===== config.mk =====
export PLATFORM = sky130hd
export DESIGN_NAME = mac_sub_top
export DESIGN_NICKNAME = d
export VERILOG_FILES = /design/src/hw/mac_sub_pkg.sv /design/src/hw/mac_dec_if.sv /design/src/hw/mac_alu.sv /design/src/hw/mac_decode.sv /design/src/hw/mac_sub_top.sv
export SDC_FILE = /design/constraint.sdc
export NUM_CORES = 1
export LEC_CHECK = 0
export ABC_AREA = 1
export BUFFER_PORTS_ARGS = -buffer_cell sky130_fd_sc_hd__buf_2
export CAP_MARGIN = 20
export CORE_MARGIN = 10
export CORE_UTILIZATION = 25
export CTS_CLUSTER_SIZE = 8
export DETAILED_ROUTE_END_ITERATION = 16
export GPL_TIMING_DRIVEN = 0
export PLACE_DENSITY_LB_ADDON = 0.3
export SYNTH_ARGS = -nofsm -noshare
export SYNTH_HDL_FRONTEND = slang
export SYNTH_HIERARCHICAL = 1
export SYNTH_SLANG_ARGS = --single-unit

===== constraint.sdc =====
create_clock -name clock_i -period 5 [get_ports clock_i]
set_input_delay 1.25 -clock clock_i [delete_from_list [all_inputs] [get_ports clock_i]]
set_output_delay 1.25 -clock clock_i [all_outputs]
set_load 0.005 [all_outputs]

===== src/hw/mac_sub_pkg.sv =====
// shared constants, types and helpers for the accumulator subtract/shift/store block
package mac_sub_pkg;
    localparam int ACC_W     = 40;
    localparam int WORD_W    = 16;
    localparam int BYTE_W    = 8;
    localparam int INSTR_W   = 32;
    localparam int FLAG_W    = 7;
    localparam int SEL_W     = 5;
    localparam int CNT_W     = 5;
    localparam int REG_CNT_W = 4;
    localparam int QQQ_W     = 3;
    localparam int GUARD_LSB = 32;
    localparam int DATA_W    = 32;
    localparam int ADDR_W    = 8;
    localparam int STAT_W    = 16;
    localparam logic [7:0] OP_RR      = 8'ha3;
    localparam logic [7:0] OP_RI      = 8'h83;
    localparam logic [7:0] OP_XI      = 8'h93;
    localparam logic [7:0] OP_ST_DIR  = 8'hc3;
    localparam logic [7:0] OP_ST_IND  = 8'hb3;
    localparam logic [7:0] B1_ZERO    = 8'h00;
    localparam logic [7:0] B2_SHR_IMM = 8'h92;
    localparam logic [7:0] B2_SHR_REG = 8'h9a;
    localparam logic [7:0] B2_SUB     = 8'h0a;
    localparam logic [7:0] B2_SUB2    = 8'h4a;
    localparam logic [7:0] B2_SUB2R   = 8'h52;
    localparam logic [7:0] B2_SUBR    = 8'h12;
    localparam logic [CNT_W-1:0] SHR_MAX_IMM = 5'h10;
    localparam int F_N = 0, F_Z = 1, F_C = 2, F_SV = 3, F_E = 4, F_SL = 5, F_V = 6;
    localparam logic [FLAG_W-1:0] FLAGS_RST = 7'h00;
    localparam logic [ACC_W-1:0]  SAT_POS   = 40'h007fffffff;
    localparam logic [ACC_W-1:0]  SAT_NEG   = 40'hff80000000;
    localparam logic [SEL_W-1:0] CSEL_ACC_LOW = 5'h00;
    localparam logic [SEL_W-1:0] CSEL_ACC_MID = 5'h01;
    localparam logic [SEL_W-1:0] CSEL_GUARD   = 5'h02;
    localparam logic [SEL_W-1:0] CSEL_FLAGS   = 5'h03;
    localparam logic [ADDR_W-1:0] A_CTRL   = 8'h00;
    localparam logic [ADDR_W-1:0] A_ACC_LO = 8'h04;
    localparam logic [ADDR_W-1:0] A_ACC_HI = 8'h08;
    localparam logic [ADDR_W-1:0] A_FLAGS  = 8'h0c;
    localparam logic [ADDR_W-1:0] A_STATUS = 8'h10;
    typedef enum logic [1:0] {K_NONE, K_SHR, K_SUB, K_STORE} op_kind_e;
    typedef enum logic [1:0] {S_IDLE = 2'b00, S_WAIT = 2'b01, S_DONE = 2'b11} apb_state_e;

    function automatic logic guard_used(input logic [ACC_W-1:0] r);
        return !((&r[ACC_W-1:GUARD_LSB-1]) || !(|r[ACC_W-1:GUARD_LSB-1]));
    endfunction

    function automatic logic [ACC_W-1:0] sext_operand(input logic [WORD_W-1:0] hi,
                                                      input logic [WORD_W-1:0] lo);
        return {{(ACC_W-2*WORD_W){hi[WORD_W-1]}}, hi, lo};
    endfunction
endpackage


===== src/hw/mac_dec_if.sv =====
// decoded instruction fields shared by the decoder, datapath and top
`timescale 1ns/1ps
interface mac_dec_if import mac_sub_pkg::*; ();
    op_kind_e               kind;
    logic                   dbl;
    logic                   rev;
    logic                   cnt_imm;
    logic                   ind;
    logic [CNT_W-1:0]       cnt;
    logic [SEL_W-1:0]       sel;
    logic [QQQ_W-1:0]       qqq;
    logic [BYTE_W-1:0]      dest;
    modport src  (output kind, dbl, rev, cnt_imm, ind, cnt, sel, qqq, dest);
    modport sink (input  kind, dbl, rev, cnt_imm, ind, cnt, sel, qqq, dest);
endinterface


===== src/hw/mac_alu.sv =====
// combinational datapath: 40-bit subtract variants, logical shift right, flags
`timescale 1ns/1ps
module mac_alu import mac_sub_pkg::*; (
    mac_dec_if.sink                 dec,      // decoded fields
    input  wire logic [ACC_W-1:0]   acc_i,    // current accumulator
    input  wire logic [WORD_W-1:0]  op_lo_i,  // first source word
    input  wire logic [WORD_W-1:0]  op_hi_i,  // second source word
    input  wire logic [FLAG_W-1:0]  flags_i,  // current flags
    input  wire logic               sat_en_i, // saturation enable
    output logic      [ACC_W-1:0]   res_o,    // new accumulator
    output logic      [FLAG_W-1:0]  flags_o   // new flags
);
    logic [ACC_W:0]   opnd, a, mn, sb, diff;
    logic [ACC_W-1:0] shr;
    logic [CNT_W-1:0] cnt;
    logic             ovf, brw, sat;

    always_comb begin
        opnd = {op_hi_i[WORD_W-1], sext_operand(op_hi_i, op_lo_i)};
        if (dec.dbl) begin
            opnd = {opnd[ACC_W-1:0], 1'b0};
        end
        a    = {acc_i[ACC_W-1], acc_i};
        mn   = dec.rev ? opnd : a;
        sb   = dec.rev ? a : opnd;
        diff = mn - sb;
        brw  = mn[ACC_W-1:0] < sb[ACC_W-1:0];
        ovf  = diff[ACC_W] ^ diff[ACC_W-1];
        // limits are 32-bit so the guard byte never holds magnitude once saturated
        sat  = sat_en_i && ($signed(diff) > $signed({1'b0, SAT_POS})
                         || $signed(diff) < $signed({1'b1, SAT_NEG}));
        cnt  = dec.cnt_imm ? dec.cnt : {1'b0, op_lo_i[REG_CNT_W-1:0]};
        shr  = acc_i >> cnt;
        res_o   = acc_i;
        flags_o = flags_i;
        case (dec.kind)
            K_SHR: begin
                res_o        = shr;
                flags_o[F_V] = 1'b0;
                flags_o[F_C] = 1'b0;
            end
            K_SUB: begin
                res_o         = sat ? (diff[ACC_W] ? SAT_NEG : SAT_POS) : diff[ACC_W-1:0];
                flags_o[F_V]  = ovf;
                flags_o[F_C]  = brw;
                flags_o[F_SV] = flags_i[F_SV] | ovf;
                flags_o[F_SL] = flags_i[F_SL] | sat;
            end
            default: begin
                res_o = acc_i;
            end
        endcase
        if (dec.kind == K_SHR || dec.kind == K_SUB) begin
            flags_o[F_E] = guard_used(res_o);
            flags_o[F_Z] = (res_o == '0);
            flags_o[F_N] = res_o[ACC_W-1];
        end
    end
endmodule // mac_alu


===== src/hw/mac_decode.sv =====
// opcode decoder for shift right, register store and the four subtract forms
`timescale 1ns/1ps
module mac_decode import mac_sub_pkg::*; (
    input  wire logic [INSTR_W-1:0] instr_i, // first byte in bits 7:0
    mac_dec_if.src                  dec      // decoded fields
);
    logic [BYTE_W-1:0] b0, b1, b2, b3;
    logic              ari;

    assign {b3, b2, b1, b0} = instr_i;
    assign ari = (b0 == OP_RR) || (b0 == OP_RI) || (b0 == OP_XI);

    always_comb begin
        dec.kind    = K_NONE;
        dec.dbl     = (b2 == B2_SUB2) || (b2 == B2_SUB2R);
        dec.rev     = (b2 == B2_SUBR) || (b2 == B2_SUB2R);
        dec.cnt_imm = (b2 == B2_SHR_IMM);
        dec.cnt     = b3[CNT_W-1:0];
        dec.ind     = (b0 == OP_RI) || (b0 == OP_XI) || (b0 == OP_ST_IND);
        dec.sel     = b2[BYTE_W-1 -: SEL_W];
        dec.qqq     = b3[QQQ_W-1:0];
        dec.dest    = b1;
        case (b2)
            B2_SUB, B2_SUB2, B2_SUB2R, B2_SUBR: begin
                if (ari) begin
                    dec.kind = K_SUB;
                end
            end
            B2_SHR_IMM: begin
                if (b0 == OP_RR && b1 == B1_ZERO && b3[CNT_W-1:0] <= SHR_MAX_IMM) begin
                    dec.kind = K_SHR;
                end
            end
            B2_SHR_REG: begin
                if (b0 == OP_RR || b0 == OP_RI) begin
                    dec.kind = K_SHR;
                end
            end
            default: begin
                dec.kind = K_NONE;
            end
        endcase
        // store byte 2 carries a register number, so it overrides the table above
        if (b0 == OP_ST_DIR || b0 == OP_ST_IND) begin
            dec.kind = K_STORE;
        end
    end
endmodule // mac_decode


===== src/hw/mac_sub_top.sv =====
// accumulator shift-right, register store and subtract unit with an APB register slave
// Overview of operation
// - shift right decodes from A3 00 92 immediate, A3 nn 9A register, 83 9A indirect
// - shift right clears overflow and carry, keeps both sticky flags, never saturates
// - guard-use flag set when result occupies the guard byte, else cleared
// - zero flag set for a zero result, cleared otherwise
// - negative flag copies bit 39 of the result
// - store copies one coprocessor word out, flags and accumulator untouched
// - store opcode C3 direct or B3 indirect, register select in byte 2 bits 7:3
// - plain subtract writes accumulator minus operand back into the accumulator
// - operand is second word over first word, sign-extended to 40 bits
// - doubled forms shift the operand left by one before subtracting
// - reversed forms compute operand minus accumulator
// - overflow flag set when the difference leaves the 40-bit signed range
// - sticky overflow flag set on overflow, otherwise kept
// - saturate when enabled; sticky limit flag set on saturation, otherwise kept
// - carry flag set on a borrow out of 40 bits, cleared otherwise
// - plain subtract byte 2 is 0A with first byte A3, 83 or 93
// - doubled subtract byte 2 is 4A with first byte A3, 83 or 93
// - doubled reversed subtract byte 2 is 52 with first byte A3, 83 or 93
// - reversed subtract byte 2 is 12 with first byte A3, 83 or 93
// - shift fills zeros; immediate count 0 to 16, register count low four bits
//
// Added by the designer: the register offsets and register access over APB.
`timescale 1ns/1ps
module mac_sub_top import mac_sub_pkg::*; (
    input  wire logic                clock_i,         // 100 MHz core clock
    input  wire logic                rst_i,           // async reset, active high
    input  wire logic                psel_i,          // apb select
    input  wire logic                penable_i,       // apb access phase
    input  wire logic                pwrite_i,        // apb write
    input  wire logic [ADDR_W-1:0]   paddr_i,         // apb byte address
    input  wire logic [DATA_W-1:0]   pwdata_i,        // apb write data
    output logic      [DATA_W-1:0]   prdata_o,        // apb read data
    output logic                     pready_o,        // apb ready
    output logic                     pslverr_o,       // apb error, unmapped address
    input  wire logic                instr_valid_i,   // instruction issued this cycle
    input  wire logic [INSTR_W-1:0]  instr_i,         // instruction, first byte low
    input  wire logic [WORD_W-1:0]   op_lo_i,         // first source word or count
    input  wire logic [WORD_W-1:0]   op_hi_i,         // second source word
    output logic                     store_valid_o,   // store word ready, pulse
    output logic [WORD_W-1:0]        store_data_o,    // stored coprocessor word
    output logic                     store_ind_o,     // destination is indirect
    output logic [BYTE_W-1:0]        store_dest_o,    // destination byte nn
    output logic                     post_mod_valid_o,// pointer update due, pulse
    output logic [QQQ_W-1:0]         post_mod_code_o, // pointer update code
    output logic                     illegal_o,       // unknown opcode, pulse
    output logic [ACC_W-1:0]         acc_o,           // accumulator
    output logic [FLAG_W-1:0]        flags_o          // coprocessor flags
);
    mac_dec_if dec_bus ();

    apb_state_e          state_q;
    logic [ACC_W-1:0]    acc_q;
    logic [FLAG_W-1:0]   flags_q;
    logic                sat_en_q;
    logic [STAT_W-1:0]   exec_cnt_q;
    logic [DATA_W-1:0]   prdata_q;
    logic                pready_q;
    logic                pslverr_q;
    logic                store_valid_q;
    logic [WORD_W-1:0]   store_data_q;
    logic                store_ind_q;
    logic [BYTE_W-1:0]   store_dest_q;
    logic                post_mod_valid_q;
    logic [QQQ_W-1:0]    post_mod_code_q;
    logic                illegal_q;
    logic [ACC_W-1:0]    alu_res;
    logic [FLAG_W-1:0]   alu_flags;
    logic [DATA_W-1:0]   rd_mux;
    logic                rd_hit;
    logic                exec_acc;
    logic                exec_store;
    logic                commit_wr;
    logic [WORD_W-1:0]   copro_word;
    logic [ACC_W-1:0]    plain_diff;

    mac_decode u_decode (
        .instr_i (instr_i),
        .dec     (dec_bus.src)
    );

    mac_alu u_alu (
        .dec      (dec_bus.sink),
        .acc_i    (acc_q),
        .op_lo_i  (op_lo_i),
        .op_hi_i  (op_hi_i),
        .flags_i  (flags_q),
        .sat_en_i (sat_en_q),
        .res_o    (alu_res),
        .flags_o  (alu_flags)
    );

    assign exec_acc   = instr_valid_i && (dec_bus.kind == K_SHR || dec_bus.kind == K_SUB);
    assign exec_store = instr_valid_i && (dec_bus.kind == K_STORE);
    assign commit_wr  = (state_q == S_DONE) && psel_i && penable_i && pwrite_i;
    assign plain_diff = acc_q - sext_operand(op_hi_i, op_lo_i);

    // apb slave: waits while an instruction is being issued so core updates win
    always_ff @(posedge clock_i or posedge rst_i) begin
        if (rst_i) begin
            state_q <= S_IDLE;
        end else begin
            case (state_q)
                S_IDLE: begin
                    if (psel_i && penable_i) begin
                        state_q <= S_WAIT;
                    end
                end
                S_WAIT: begin
                    if (!instr_valid_i) begin
                        state_q <= S_DONE;
                    end
                end
                S_DONE: begin
                    state_q <= S_IDLE;
                end
                default: begin
                    state_q <= S_IDLE;
                end
            endcase
        end
    end

    always_comb begin
        rd_hit = 1'b1;
        rd_mux = '0;
        case (paddr_i)
            A_CTRL: begin
                rd_mux[0] = sat_en_q;
            end
            A_ACC_LO: begin
                rd_mux = acc_q[DATA_W-1:0];
            end
            A_ACC_HI: begin
                rd_mux[ACC_W-DATA_W-1:0] = acc_q[ACC_W-1:DATA_W];
            end
            A_FLAGS: begin
                rd_mux[FLAG_W-1:0] = flags_q;
            end
            A_STATUS: begin
                rd_mux[STAT_W-1:0] = exec_cnt_q;
            end
            default: begin
                rd_hit = 1'b0;
            end
        endcase
    end

    always_ff @(posedge clock_i or posedge rst_i) begin
        if (rst_i) begin
            pready_q  <= 1'b0;
            pslverr_q <= 1'b0;
            prdata_q  <= '0;
        end else if (state_q == S_WAIT && !instr_valid_i) begin
            pready_q  <= 1'b1;
            pslverr_q <= !rd_hit;
            prdata_q  <= pwrite_i ? '0 : rd_mux;
        end else begin
            pready_q  <= 1'b0;
            pslverr_q <= 1'b0;
            prdata_q  <= '0;
        end
    end

    always_ff @(posedge clock_i or posedge rst_i) begin
        if (rst_i) begin
            sat_en_q <= 1'b0;
        end else if (commit_wr && paddr_i == A_CTRL) begin
            sat_en_q <= pwdata_i[0];
        end
    end

    // an instruction in the commit cycle overrides a software write of the same state
    always_ff @(posedge clock_i or posedge rst_i) begin
        if (rst_i) begin
            acc_q <= '0;
        end else if (exec_acc) begin
            acc_q <= alu_res;
        end else if (commit_wr && paddr_i == A_ACC_LO) begin
            acc_q[DATA_W-1:0] <= pwdata_i;
        end else if (commit_wr && paddr_i == A_ACC_HI) begin
            acc_q[ACC_W-1:DATA_W] <= pwdata_i[ACC_W-DATA_W-1:0];
        end
    end

    // flags are write-one-to-clear; a hardware set in the same cycle wins
    always_ff @(posedge clock_i or posedge rst_i) begin
        if (rst_i) begin
            flags_q <= FLAGS_RST;
        end else if (exec_acc) begin
            flags_q <= alu_flags;
        end else if (commit_wr && paddr_i == A_FLAGS) begin
            flags_q <= flags_q & ~pwdata_i[FLAG_W-1:0];
        end
    end

    always_ff @(posedge clock_i or posedge rst_i) begin
        if (rst_i) begin
            exec_cnt_q <= '0;
        end else if (instr_valid_i && dec_bus.kind != K_NONE) begin
            exec_cnt_q <= exec_cnt_q + 1'b1;
        end
    end

    always_comb begin
        case (dec_bus.sel)
            CSEL_ACC_LOW: begin
                copro_word = acc_q[WORD_W-1:0];
            end
            CSEL_ACC_MID: begin
                copro_word = acc_q[DATA_W-1:WORD_W];
            end
            CSEL_GUARD: begin
                copro_word = {{(WORD_W-BYTE_W){1'b0}}, acc_q[ACC_W-1:DATA_W]};
            end
            CSEL_FLAGS: begin
                copro_word = {{(WORD_W-FLAG_W){1'b0}}, flags_q};
            end
            default: begin
                copro_word = '0;
            end
        endcase
    end

    always_ff @(posedge clock_i or posedge rst_i) begin
        if (rst_i) begin
            store_valid_q <= 1'b0;
            store_data_q  <= '0;
            store_ind_q   <= 1'b0;
            store_dest_q  <= '0;
        end else begin
            store_valid_q <= exec_store;
            if (exec_store) begin
                store_data_q <= copro_word;
                store_ind_q  <= dec_bus.ind;
                store_dest_q <= dec_bus.dest;
            end
        end
    end

    // the address unit performs the update; this block only names it
    always_ff @(posedge clock_i or posedge rst_i) begin
        if (rst_i) begin
            post_mod_valid_q <= 1'b0;
            post_mod_code_q  <= '0;
        end else begin
            post_mod_valid_q <= instr_valid_i && dec_bus.ind && dec_bus.kind != K_NONE;
            post_mod_code_q  <= dec_bus.qqq;
        end
    end

    always_ff @(posedge clock_i or posedge rst_i) begin
        if (rst_i) begin
            illegal_q <= 1'b0;
        end else begin
            illegal_q <= instr_valid_i && dec_bus.kind == K_NONE;
        end
    end

    assign prdata_o         = prdata_q;
    assign pready_o         = pready_q;
    assign pslverr_o        = pslverr_q;
    assign store_valid_o    = store_valid_q;
    assign store_data_o     = store_data_q;
    assign store_ind_o      = store_ind_q;
    assign store_dest_o     = store_dest_q;
    assign post_mod_valid_o = post_mod_valid_q;
    assign post_mod_code_o  = post_mod_code_q;
    assign illegal_o        = illegal_q;
    assign acc_o            = acc_q;
    assign flags_o          = flags_q;
endmodule // mac_sub_top


* Word-level counts from Yosys, hierarchy flattened
Index checks and enable logic that the tools add are counted.
** Storage, ports and cells
- Output and inout bits :: 112
- Input port bits :: 110
- Logic and storage cells :: 148
- Register bits :: 131
** Operators by class
- Add/sub/neg operators :: 2
- Reduce and logical (&&, ||, !) cells :: 51
- Bitwise logic cells :: 5
- Shift-type cells :: 1
- Muxes and demuxes :: 38
- Equal/unequal tests :: 29
- Magnitude comparators :: 4
** Operators with widths (count)
- $mux W32 :: 4
- $mux W40 :: 3
- $mux W41 :: 2
- $pmux W40 S2 :: 1
- $pmux W16 S4 :: 1
- $eq A8 B8 Y1 const B :: 7
- $gt A41 B32 Y1 const B :: 1
- $lt A41 B32 Y1 const B :: 1
- $sub A41 B41 Y41 :: 1
- $logic_not A40 Y1 :: 1
- $lt A40 B40 Y1 :: 1
- $shr A40 B5 Y40 :: 1
- $eq A8 B4 Y1 const B :: 3
- $pmux W6 S4 :: 1
- $logic_and A1 B1 Y1 :: 18
- $add A16 B1 Y16 const B :: 1
- $eq A8 B5 Y1 const B :: 2
- $eq A8 B7 Y1 const B :: 2
- $logic_not A8 Y1 :: 2
- $mux W16 :: 1
- $mux W8 :: 2
- $pmux W8 S2 :: 1
- $mux W7 :: 2
- $eq A5 B2 Y1 const B :: 2
- other kinds (30) :: 69

* Depth between registers and ports, before layout
Gate-level depths: netlist (run 1).
- Depth after elaboration :: 16
- Mapped depth :: 48
- Mapped depth without buffers :: 45

* Hierarchy
The synthesis (run 1) kept the hierarchy.
** Modules (own cells, without submodules)
- mac_alu :: area each 8364.3 um^2, seq. area each 0.0 um^2, instances 1, cells an instance 1836
- mac_sub_top :: area each 6110.9 um^2, seq. area each 3278.1 um^2, instances 1, cells an instance 771
- mac_decode :: area each 450.4 um^2, seq. area each 0.0 um^2, instances 1, cells an instance 84

* Least setup slack after synthesis (run 1)
No wires, ideal clock.
- Kind :: input-to-reg
- Start :: in instr_i[16]
- End :: reg flags_q[4], in the netlist flags_o[4]
- Setup time :: 135 ps
- Cell stages on the path :: 44
- Setup slack :: -941 ps
- Buffers on the path :: 3
- Data arrival time :: 5807 ps
- Data required time :: 4865 ps
- Path through :: inv_2 > nand2_2 > nor2_2 > nand3_1 > a21boi_1 > clkbuf_1 > buf_1 > inv_1 > nand2_1 > o21ai_0 > ha_1 > fa_1 > inv_1 > nand2_1 > nand2_1 > nand3_1 > nand2_1 > nand2_1 > (+8 left out) > nand3_1 > nor2_1 > nand2_1 > nand2_1 > nand2_2 > nand2_4 > buf_6 > nand2_1 > nand3_1 > nand2_1 > nand2_1 > nand2_1 > nor2_2 > nand3_1 > nand3_1 > nand2_1 > o21ai_0 > a22oi_1
** On the way
- Longest elaborated chain between the ends :: 16
- Elaborated cells on any way between the ends :: 38
- Those cells by class :: add/sub (1); order compare (2); eq/ne (9); shift (1); mux (11); reduce/logical (14)
** Ends and longest elaborated chain
- from (decl) :: line mac_sub_top.sv:38 : input wire logic [INSTR_W-1:0] instr_i,
- $eq A8 B7 Y1 :: line mac_decode.sv:15 : dec.dbl = (b2 == B2_SUB2) || (b2 == B2_SUB2R);
- $logic_or A1 B1 Y1 * :: line mac_decode.sv:15
- via dec_bus.dbl :: line mac_dec_if.sv:5 : logic dbl;
- $mux W32 * :: line mac_alu.sv:20 : if (dec.dbl) begin
- $mux W41 (on tied branches) :: line mac_alu.sv:24, mac_alu.sv:25
- $sub A41 B41 Y41 * :: line mac_alu.sv:26 : diff = mn - sb;
- $gt A41 B32 Y1 / $lt A41 B32 Y1 (equally long branches) :: line mac_alu.sv:30, mac_alu.sv:31
- $logic_or A1 B1 Y1 :: line mac_alu.sv:31 : || $signed(diff) < $signed({1'b1, SAT_NEG}));
- (+2 left out)
- $pmux W40 S2 * :: line mac_alu.sv:36 : case (dec.kind)
- $reduce_or A9 Y1 :: line mac_sub_pkg.sv:46 : return !((&r[ACC_W-1:GUARD_LSB-1]) || !(|r[ACC_W-1:GUARD_LSB-1]));
- $logic_not A1 Y1 :: line mac_sub_pkg.sv:46
- $logic_or A1 B1 Y1 * :: line mac_sub_pkg.sv:46
- $logic_not A1 Y1 * :: line mac_sub_pkg.sv:46
- $mux W1 * :: line mac_alu.sv:53 : if (dec.kind == K_SHR || dec.kind == K_SUB) begin
- via alu_flags[4] :: line mac_sub_top.sv:69 : logic [FLAG_W-1:0] alu_flags;
- $mux W7 * :: line mac_sub_top.sv:191 : end else if (exec_acc) begin
- to (signal assigned) :: line mac_sub_top.sv:192 : flags_q <= alu_flags;
- to (signal assigned) :: line mac_sub_top.sv:194 : flags_q <= flags_q & ~pwdata_i[FLAG_W-1:0];
- to (decl) :: line mac_sub_top.sv:55 : logic [FLAG_W-1:0] flags_q;
The timed path passes the listed nets; every way through them passes the cells marked *. The select of a mux whose other input is x is not followed.
A chain may end at the register's enable or synchronous reset.

* Worst setup path after layout (run 1)
- Start :: in instr_i[16]
- End :: reg flags_q[1], in the netlist flags_o[1]
** On the way
- Longest elaborated chain between the ends :: 13
- Elaborated cells on any way between the ends :: 34
- Those cells by class :: add/sub (1); order compare (2); eq/ne (9); shift (1); mux (11); reduce/logical (10)
** Ends and longest elaborated chain
- $eq A8 B7 Y1 :: line mac_decode.sv:15
- $logic_or A1 B1 Y1 * :: line mac_decode.sv:15
- via dec_bus.dbl :: line mac_dec_if.sv:5
- $mux W32 * :: line mac_alu.sv:20
- $mux W41 (on tied branches) :: line mac_alu.sv:24, mac_alu.sv:25
- $sub A41 B41 Y41 * :: line mac_alu.sv:26
- $gt A41 B32 Y1 / $lt A41 B32 Y1 (equally long branches) :: line mac_alu.sv:30, mac_alu.sv:31
- $logic_or A1 B1 Y1 :: line mac_alu.sv:31
- $logic_and A1 B1 Y1 :: line mac_alu.sv:30 : sat = sat_en_i && ($signed(diff) > $signed({1'b0, SAT_POS})
- $mux W40 * :: line mac_alu.sv:43 : res_o = sat ? (diff[ACC_W] ? SAT_NEG : SAT_POS) : diff[ACC_W-1:0];
- $pmux W40 S2 * :: line mac_alu.sv:36
- $logic_not A40 Y1 * :: line mac_alu.sv:55 : flags_o[F_Z] = (res_o == '0);
- $mux W2 * :: line mac_alu.sv:53
- via alu_flags[1] :: line mac_sub_top.sv:69
- $mux W7 * :: line mac_sub_top.sv:191
Marks and branches as above.

==> impl_metrics.env, run 1 <==
export IMPL_peakVddDrop_uv=264.4
export IMPL_finalCriticalPeriod_ns=6.151
export IMPL_synth_top_area_frac=0.2766
export IMPL_design_area_um2=19490
export IMPL_cts_buffer_depth=2
export IMPL_synthAdderAreaFrac=0.03403
export IMPL_vias=18739
export IMPL_nFillCells=6710
export IMPL_die_area_um2=69880
export IMPL_seqPwrFrac=0.265
export IMPL_overflow=0
export IMPL_start_util=0.2529
export IMPL_grt_start_max_net_pins=83
export IMPL_crit_slowest_cell="ha_1"
export IMPL_power_leakage_nw=10.53
export IMPL_max_slew_margin_rel=0.4077
export IMPL_seqCellArea_um2=3278
export IMPL_core_um2=59020
export IMPL_crit_top_cell="nand2_1"
export IMPL_synthMuxAreaShare=0.02154
export IMPL_place_area_um2=17170
export IMPL_slew_violations=0
export IMPL_drt_iter0_markers=1663
export IMPL_wl_met2_um=35030
export IMPL_synth_top_cell_by_area="nand2_1"
export IMPL_rows=89
export IMPL_synthFlopType="dfrtp_1"
export IMPL_cp_start_kind="input pin"
export IMPL_grt_pass1_wl_um=113900
export IMPL_clkSlewWorstSetupHoldPaths_ns=0.06
export IMPL_viasPerCell=4.956
export IMPL_numCtsBuffers=17
export IMPL_endpoint_kind="flop"
export IMPL_cts_hold_buf=0
export IMPL_hold_viol_final=0
export IMPL_grt_pass1_vias=17746
export IMPL_synth_seq_cells=131
export IMPL_antenna_found_initial=11
export IMPL_period_share=1.230
export IMPL_wl_per_cell_um=20.85
export IMPL_synthSimpleGateAreaFrac=0.4209
export IMPL_intPower_w=0.002998
export IMPL_layout_area_overhead_vs_synth_pct=30.60
export IMPL_setup_slack_ns=-1.151
export IMPL_path_class="input pin to flop"
export IMPL_arrival_ns=6.50
export IMPL_ys_warnings_count=6
export IMPL_top_layer="met5"
export IMPL_utilization=0.3303
export IMPL_syn_nets=2841
export IMPL_timing_setup_tns_ns=-29.57
export IMPL_power_density_nw_per_um2=312.7
export IMPL_critical_path_max_stage_delay_ns=0.41
export IMPL_rsz0062_at_grt="yes"
export IMPL_synth_xor_area_share=0.01668
export IMPL_drive_gt1_frac=0.2425
export IMPL_dr_wl_met3_um=6817
export IMPL_syn_inst=2691
export IMPL_routed_wl_um=78830
export IMPL_power_share_clock=0.194
export IMPL_place_ws_ns=-2.470
export IMPL_synth_compound_area_frac=0.1444
export IMPL_tightest_slew_ns=0.8885
export IMPL_synth_async_sr_flop_share=1.000
export IMPL_hpwl_um=64950
export IMPL_violations="setup timing"
export IMPL_die_h_um=264.3
export IMPL_htree_num_levels=4
export IMPL_synth_area_per_cell_um2=5.546
export IMPL_path_max_fanout=8
export IMPL_synth_edf_count=0
export IMPL_cts_tree="done"
export IMPL_cts_root_buf="clkbuf_16"
export IMPL_sw_frac_of_total=0.5081
export IMPL_synth_top_family_by_area="simple AND/OR/NAND/NOR gates"
export IMPL_clock_sinks=131
export IMPL_dieWidth_um=264.3
export IMPL_drtAntennaViolNets=0
export IMPL_status="complete, but fails checks"
export IMPL_multi_input_area_um2=10660
export IMPL_synth_cell_types=56
export IMPL_min_path_type="flop to flop"
export IMPL_synthesis_area_um2=14930
export IMPL_m1WireLength_um=33820
export IMPL_synthTopCellsByCount="nand2_1, inv_1, o21ai_0, nor2_1, dfrtp_1"
export IMPL_fmax_ghz=0.1626
export IMPL_max_cap_viol_count=0
export IMPL_numPortBuffers=217
export IMPL_combPwrFrac=0.540
export IMPL_required_ns=5.35
export IMPL_power_switching_w=0.003097
export IMPL_drc=0
export IMPL_setup_violations=44
export IMPL_clk_insertion_delay_late_ns=0.44
export IMPL_drt_pass1_iter_count=9
export IMPL_ys_seq_area_frac=0.2196
export IMPL_final_nets=3144
export IMPL_io_pins=222
export IMPL_synth_area_leaders="nand2_1, dfrtp_1, inv_1"
export IMPL_yosysMostFrequentCell="nand2_1"
export IMPL_fin_skew_ns=0.01480
export IMPL_gp_congestion=1.046
export IMPL_track_usage=0.2137
-- worst paths after layout --
check,end,slack (ns),depth (start not counted),from
max in group asynchronous,store_data_o[13],3.35,3,rst_i
min in group asynchronous,exec_cnt_q[10],0.85,2,rst_i
setup / recovery,flags_o[1],-1.15,41,instr_i[16]
hold reg to reg,state_q[0],0.45,1,state_q[1]
hold / removal,state_q[0],0.45,1,state_q[1]
setup reg to reg,flags_o[1],0.13,36,acc_o[1]
-- critical path, delay by kind of cell --
| family | cells | cell delay (ns) |
|---|---|---|
| AOI/OAI and AO/OA | 5 | 0.84 |
| adders and majority gates | 2 | 0.56 |
| buffers and inverters | 6 | 0.77 |
| muxes | 1 | 0.26 |
| and+or+nand+nor | 27 | 2.80 |
-- registers in the layout, indices dropped and copies added (netlist names), 2 cells and up --
| register | cells |
|---|---|
| store_dest_o | 8 |
| store_data_o | 16 |
| acc_o | 40 |
| state_q | 2 |
| flags_o | 7 |
| prdata_o | 32 |
| post_mod_code_o | 3 |
| exec_cnt_q | 16 |
-- repair_timing --
| item | CTS | global route |
|---|---|---|
| gates cloned | 0 | 6 |
| resized for setup | 82 | 311 |
| endpoints found under the setup margin | 47 | 46 |
| setup buffers | 20 | 40 |
| pin swaps | 21 | 104 |
-- layout by cell type, fill, tap and decap left out, types with 27 or more instances in the layout --
cell type	synthesis	routed
buf_4	26	81
nor3_1	33	31
nand4_1	32	32
nand2_1	1100	961
clkbuf_1	62	53
o21ai_1	21	52
dfrtp_1	131	131
a21oi_1	57	42
nor2_2	18	40
o21ai_0	274	230
inv_1	383	364
nand3_1	125	110
buf_2	24	236
nand2_2	13	128
nor2_1	191	160
inv_2	13	27
-- cell type report --
cell class,instances,area share
Tap cell,773,0.04962
Clock inverter,8,0.004108
Timing Repair Buffer,284,0.08678
Inverter,399,0.07927
Buffer,122,0.04115
Sequential cell,131,0.1682
Clock buffer,23,0.02401
Antenna cell,2,0.0002568
Multi-Input combinational cell,2039,0.5466
-- per-stage QoR --
step | power [W] | cells | hold slack [ns]
finish | 0.006095 | 3781 | 0.4456
floorplan | 0.003113 | 2691 | 0.4225
global route | 0.006478 | 3779 | 0.4677
global placement | 0.004337 | 3681 | 0.4460
detailed placement | 0.004331 | 3682 | 0.4330
CTS | 0.005637 | 3733 | 0.4449
-- logic make-up (layout without fill, tap and decap cells) --
family | count (synthesis) | count (layout)
simple gates | 1542 | 1542
mux | 32 | 32
fa+ha+maj | 40 | 40
flops | 131 | 131
xor+xnor | 22 | 22
other cells | 0 | 2
buf+inv | 521 | 836
compound gates | 403 | 403
-- power by group through the flow --
stage	sequential, W	combinational, W	clock (W)
2_1_floorplan	0.00133	0.00178	0
3_3_place_gp	0.00161	0.00272	0
3_5_place_dp	0.00161	0.00272	0
4_1_cts	0.00159	0.00284	0.00121
5_1_grt	0.00161	0.00361	0.00125
6_report	0.00162	0.00329	0.00119
-- metal layers --
| metal | global-route usage | up-vias |
|---|---|---|
| met5 | 0 | - |
| met3 | 0.04293 | 138 |
| met2 | 0.3395 | 793 |
| li1 | - | 8993 |
| met4 | 0.07969 | 12 |
| met1 | 0.2810 | 8803 |
(Power assumes the default switching activity.)
==> run 2, diff against run 1 <==
--- a/config.mk
+++ b/config.mk
@@ -8,7 +8,7 @@
 export ABC_AREA = 1
 export BUFFER_PORTS_ARGS = -buffer_cell sky130_fd_sc_hd__buf_2
 export CAP_MARGIN = 20
-export CORE_MARGIN = 10
+export CORE_ASPECT_RATIO = 0.5
 export CORE_UTILIZATION = 25
 export CTS_CLUSTER_SIZE = 8
 export DETAILED_ROUTE_END_ITERATION = 16
==> constraint.sdc (replaced) <==
create_clock -name clock_i -period 6.8 [get_ports clock_i]
set_input_delay 1.7 -clock clock_i [delete_from_list [all_inputs] [get_ports clock_i]]
set_output_delay 1.7 -clock clock_i [all_outputs]
set_load 0.005 [all_outputs]
==> impl_metrics.env, run 2 (same netlist as run 1, synthesis figures left out) <==
export IMPL_track_usage=0.2361
export IMPL_finalCriticalPeriod_ns=6.672
export IMPL_worst_path_buf_inv=7
export IMPL_die_h_um=174.8
export IMPL_power_density_nw_per_um2=232.4
export IMPL_routed_wl_um=75100
export IMPL_tightest_slew_ns=0.9978
export IMPL_r2r_setup_slack_ns=1.89
export IMPL_fmax_ghz=0.1499
export IMPL_p_total_w=0.004513
export IMPL_cts_tree="done"
export IMPL_cp_start_kind="input pin"
export IMPL_timing_setup_tns_ns=0
export IMPL_period_share=0.9811
export IMPL_final_cell_mix="nand2_1, inv_1, o21ai_0"
export IMPL_rr_startpoint="acc_o[1]"
export IMPL_gp_congestion=1.014
export IMPL_htree_num_levels=4
export IMPL_drt_iter0_markers=1845
export IMPL_grt_pass1_wl_um=107900
export IMPL_io_pins=222
export IMPL_critical_path_depth=45
export IMPL_slew_violations=0
export IMPL_crit_slowest_cell="ha_1"
export IMPL_endpoint_kind="flop"
export IMPL_drt_pass1_iter_count=5
export IMPL_final_nets=3155
export IMPL_dieWidth_um=347.6
export IMPL_max_cap_viol_count=0
export IMPL_hpwl_um=61030
export IMPL_setup_violations=0
export IMPL_wl_per_cell_um=19.84
export IMPL_numPortBuffers=217
export IMPL_rsz0062_at_grt="yes"
export IMPL_vias=18746
export IMPL_drtAntennaViolNets=0
export IMPL_crit_top_cell="nand2_1"
export IMPL_crit_family="simple AND/OR/NAND/NOR gates"
export IMPL_fin_skew_ns=0.01542
export IMPL_layout_area_overhead_vs_synth_pct=30.08
export IMPL_diodes=0
export IMPL_rr_worst_depth=38
export IMPL_startpoint="instr_i[19]"
export IMPL_path_class="input pin to flop"
export IMPL_grt_pass1_vias=17351
export IMPL_mostFrequentLayoutCell="nand2_1"
export IMPL_peakVddDrop_uv=138.1
export IMPL_path_max_fanout=7
export IMPL_max_slew_margin_rel=0.3323
export IMPL_clk_insertion_delay_late_ns=0.43
export IMPL_arrival_ns=7.03
export IMPL_cts_root_buf="clkbuf_16"
export IMPL_drc=0
export IMPL_cts_hold_buf=0
export IMPL_critical_path_max_stage_delay_ns=0.35
export IMPL_numCtsBuffers=17
export IMPL_clock_sinks=131
export IMPL_design_area_um2=19410
export IMPL_cp_endpoint="flags_o[1]"
export IMPL_start_util=0.2565
export IMPL_viasPerCell=4.951
export IMPL_grt_start_max_net_pins=85
export IMPL_antenna_found_initial=1
export IMPL_hold_viol_final=0
export IMPL_required_ns=7.15
export IMPL_drive_gt1_frac=0.2240
export IMPL_place_area_um2=17010
export IMPL_min_path_type="flop to flop"
export IMPL_worstReg2RegEnd="flags_o[1]"
export IMPL_core_um2=58180
export IMPL_status="complete, no violations"
export IMPL_rows=62
export IMPL_clkSlewWorstSetupHoldPaths_ns=0.07
export IMPL_power_leakage_nw=10.61
export IMPL_cts_buffer_depth=2
export IMPL_largest_reg_flops=40
export IMPL_overflow=0
export IMPL_die_area_um2=60740
[run 2: worst register-to-register path: cells and delay by family, from the launching register on]
family,cells,cell delay [ns]
buffers and inverters,5,0.73
adders and majority gates,2,0.59
DFF,1,0.69
and+or+nand+nor,28,2.49
AOI/OAI and AO/OA,3,0.36
[run 2: cell type report]
cell class | instances | area (um^2)
Clock inverter | 15 | 176.4
Inverter | 399 | 1514
Fill cell | 6560 | 38770
Tap cell | 768 | 960.9
Buffer | 122 | 769.5
Multi-Input combinational cell | 2040 | 10490
Sequential cell | 131 | 3278
Clock buffer | 17 | 425.4
Timing Repair Buffer | 294 | 1799
[run 2: routing by layer]
layer | global-route usage | part of all wire | up-vias
met3 | 0.02108 | 0.062 | 123
met5 | 0 | 0.00017 | -
met1 | 0.3226 | 0.45 | 8946
met4 | 0.07287 | 0.029 | 2
met2 | 0.3939 | 0.46 | 641
li1 | - | - | 9034
[run 2: worst min-delay path by stage]
stage	startpoint	to	slack [ns]	cells past startpoint
floorplan	state_q[1]	state_q[0]	0.42	1
global placement	state_q[1]	state_q[0]	0.43	1
detailed placement	state_q[1]	state_q[0]	0.44	1
CTS	state_q[1]	state_q[0]	0.45	1
global route	state_q[1]	state_q[0]	0.47	1
finish	state_q[1]	state_q[0]	0.45	1
[run 2: timing repair]
action	4_1_cts	5_1_grt
endpoints found under the setup margin	44	43
gates resized for setup	66	278
buffers inserted	8	61
cloned	0	8
pin swaps	11	94
[run 2: per-stage QoR]
stage               hold slack [ns]  utilization  setup WS [ns]  instances
floorplan                    0.4225            -         0.4086       2691
global placement             0.4336       0.2917         -1.562       3676
detailed placement           0.4411       0.2923         -1.605       3677
CTS                          0.4496       0.3068      0.0008797       3717
global route                 0.4703       0.3337        -0.1676       3786
finish                       0.4484       0.3337         0.1283       3786
[run 2: where the power goes]
group          switching (W)  internal [W]  leakage, nW  total [W]
clock network       0.000405      0.000549        0.291   0.000955
registers           0.000321      0.000855         1.65    0.00118
logic                0.00156      0.000824         8.68    0.00238
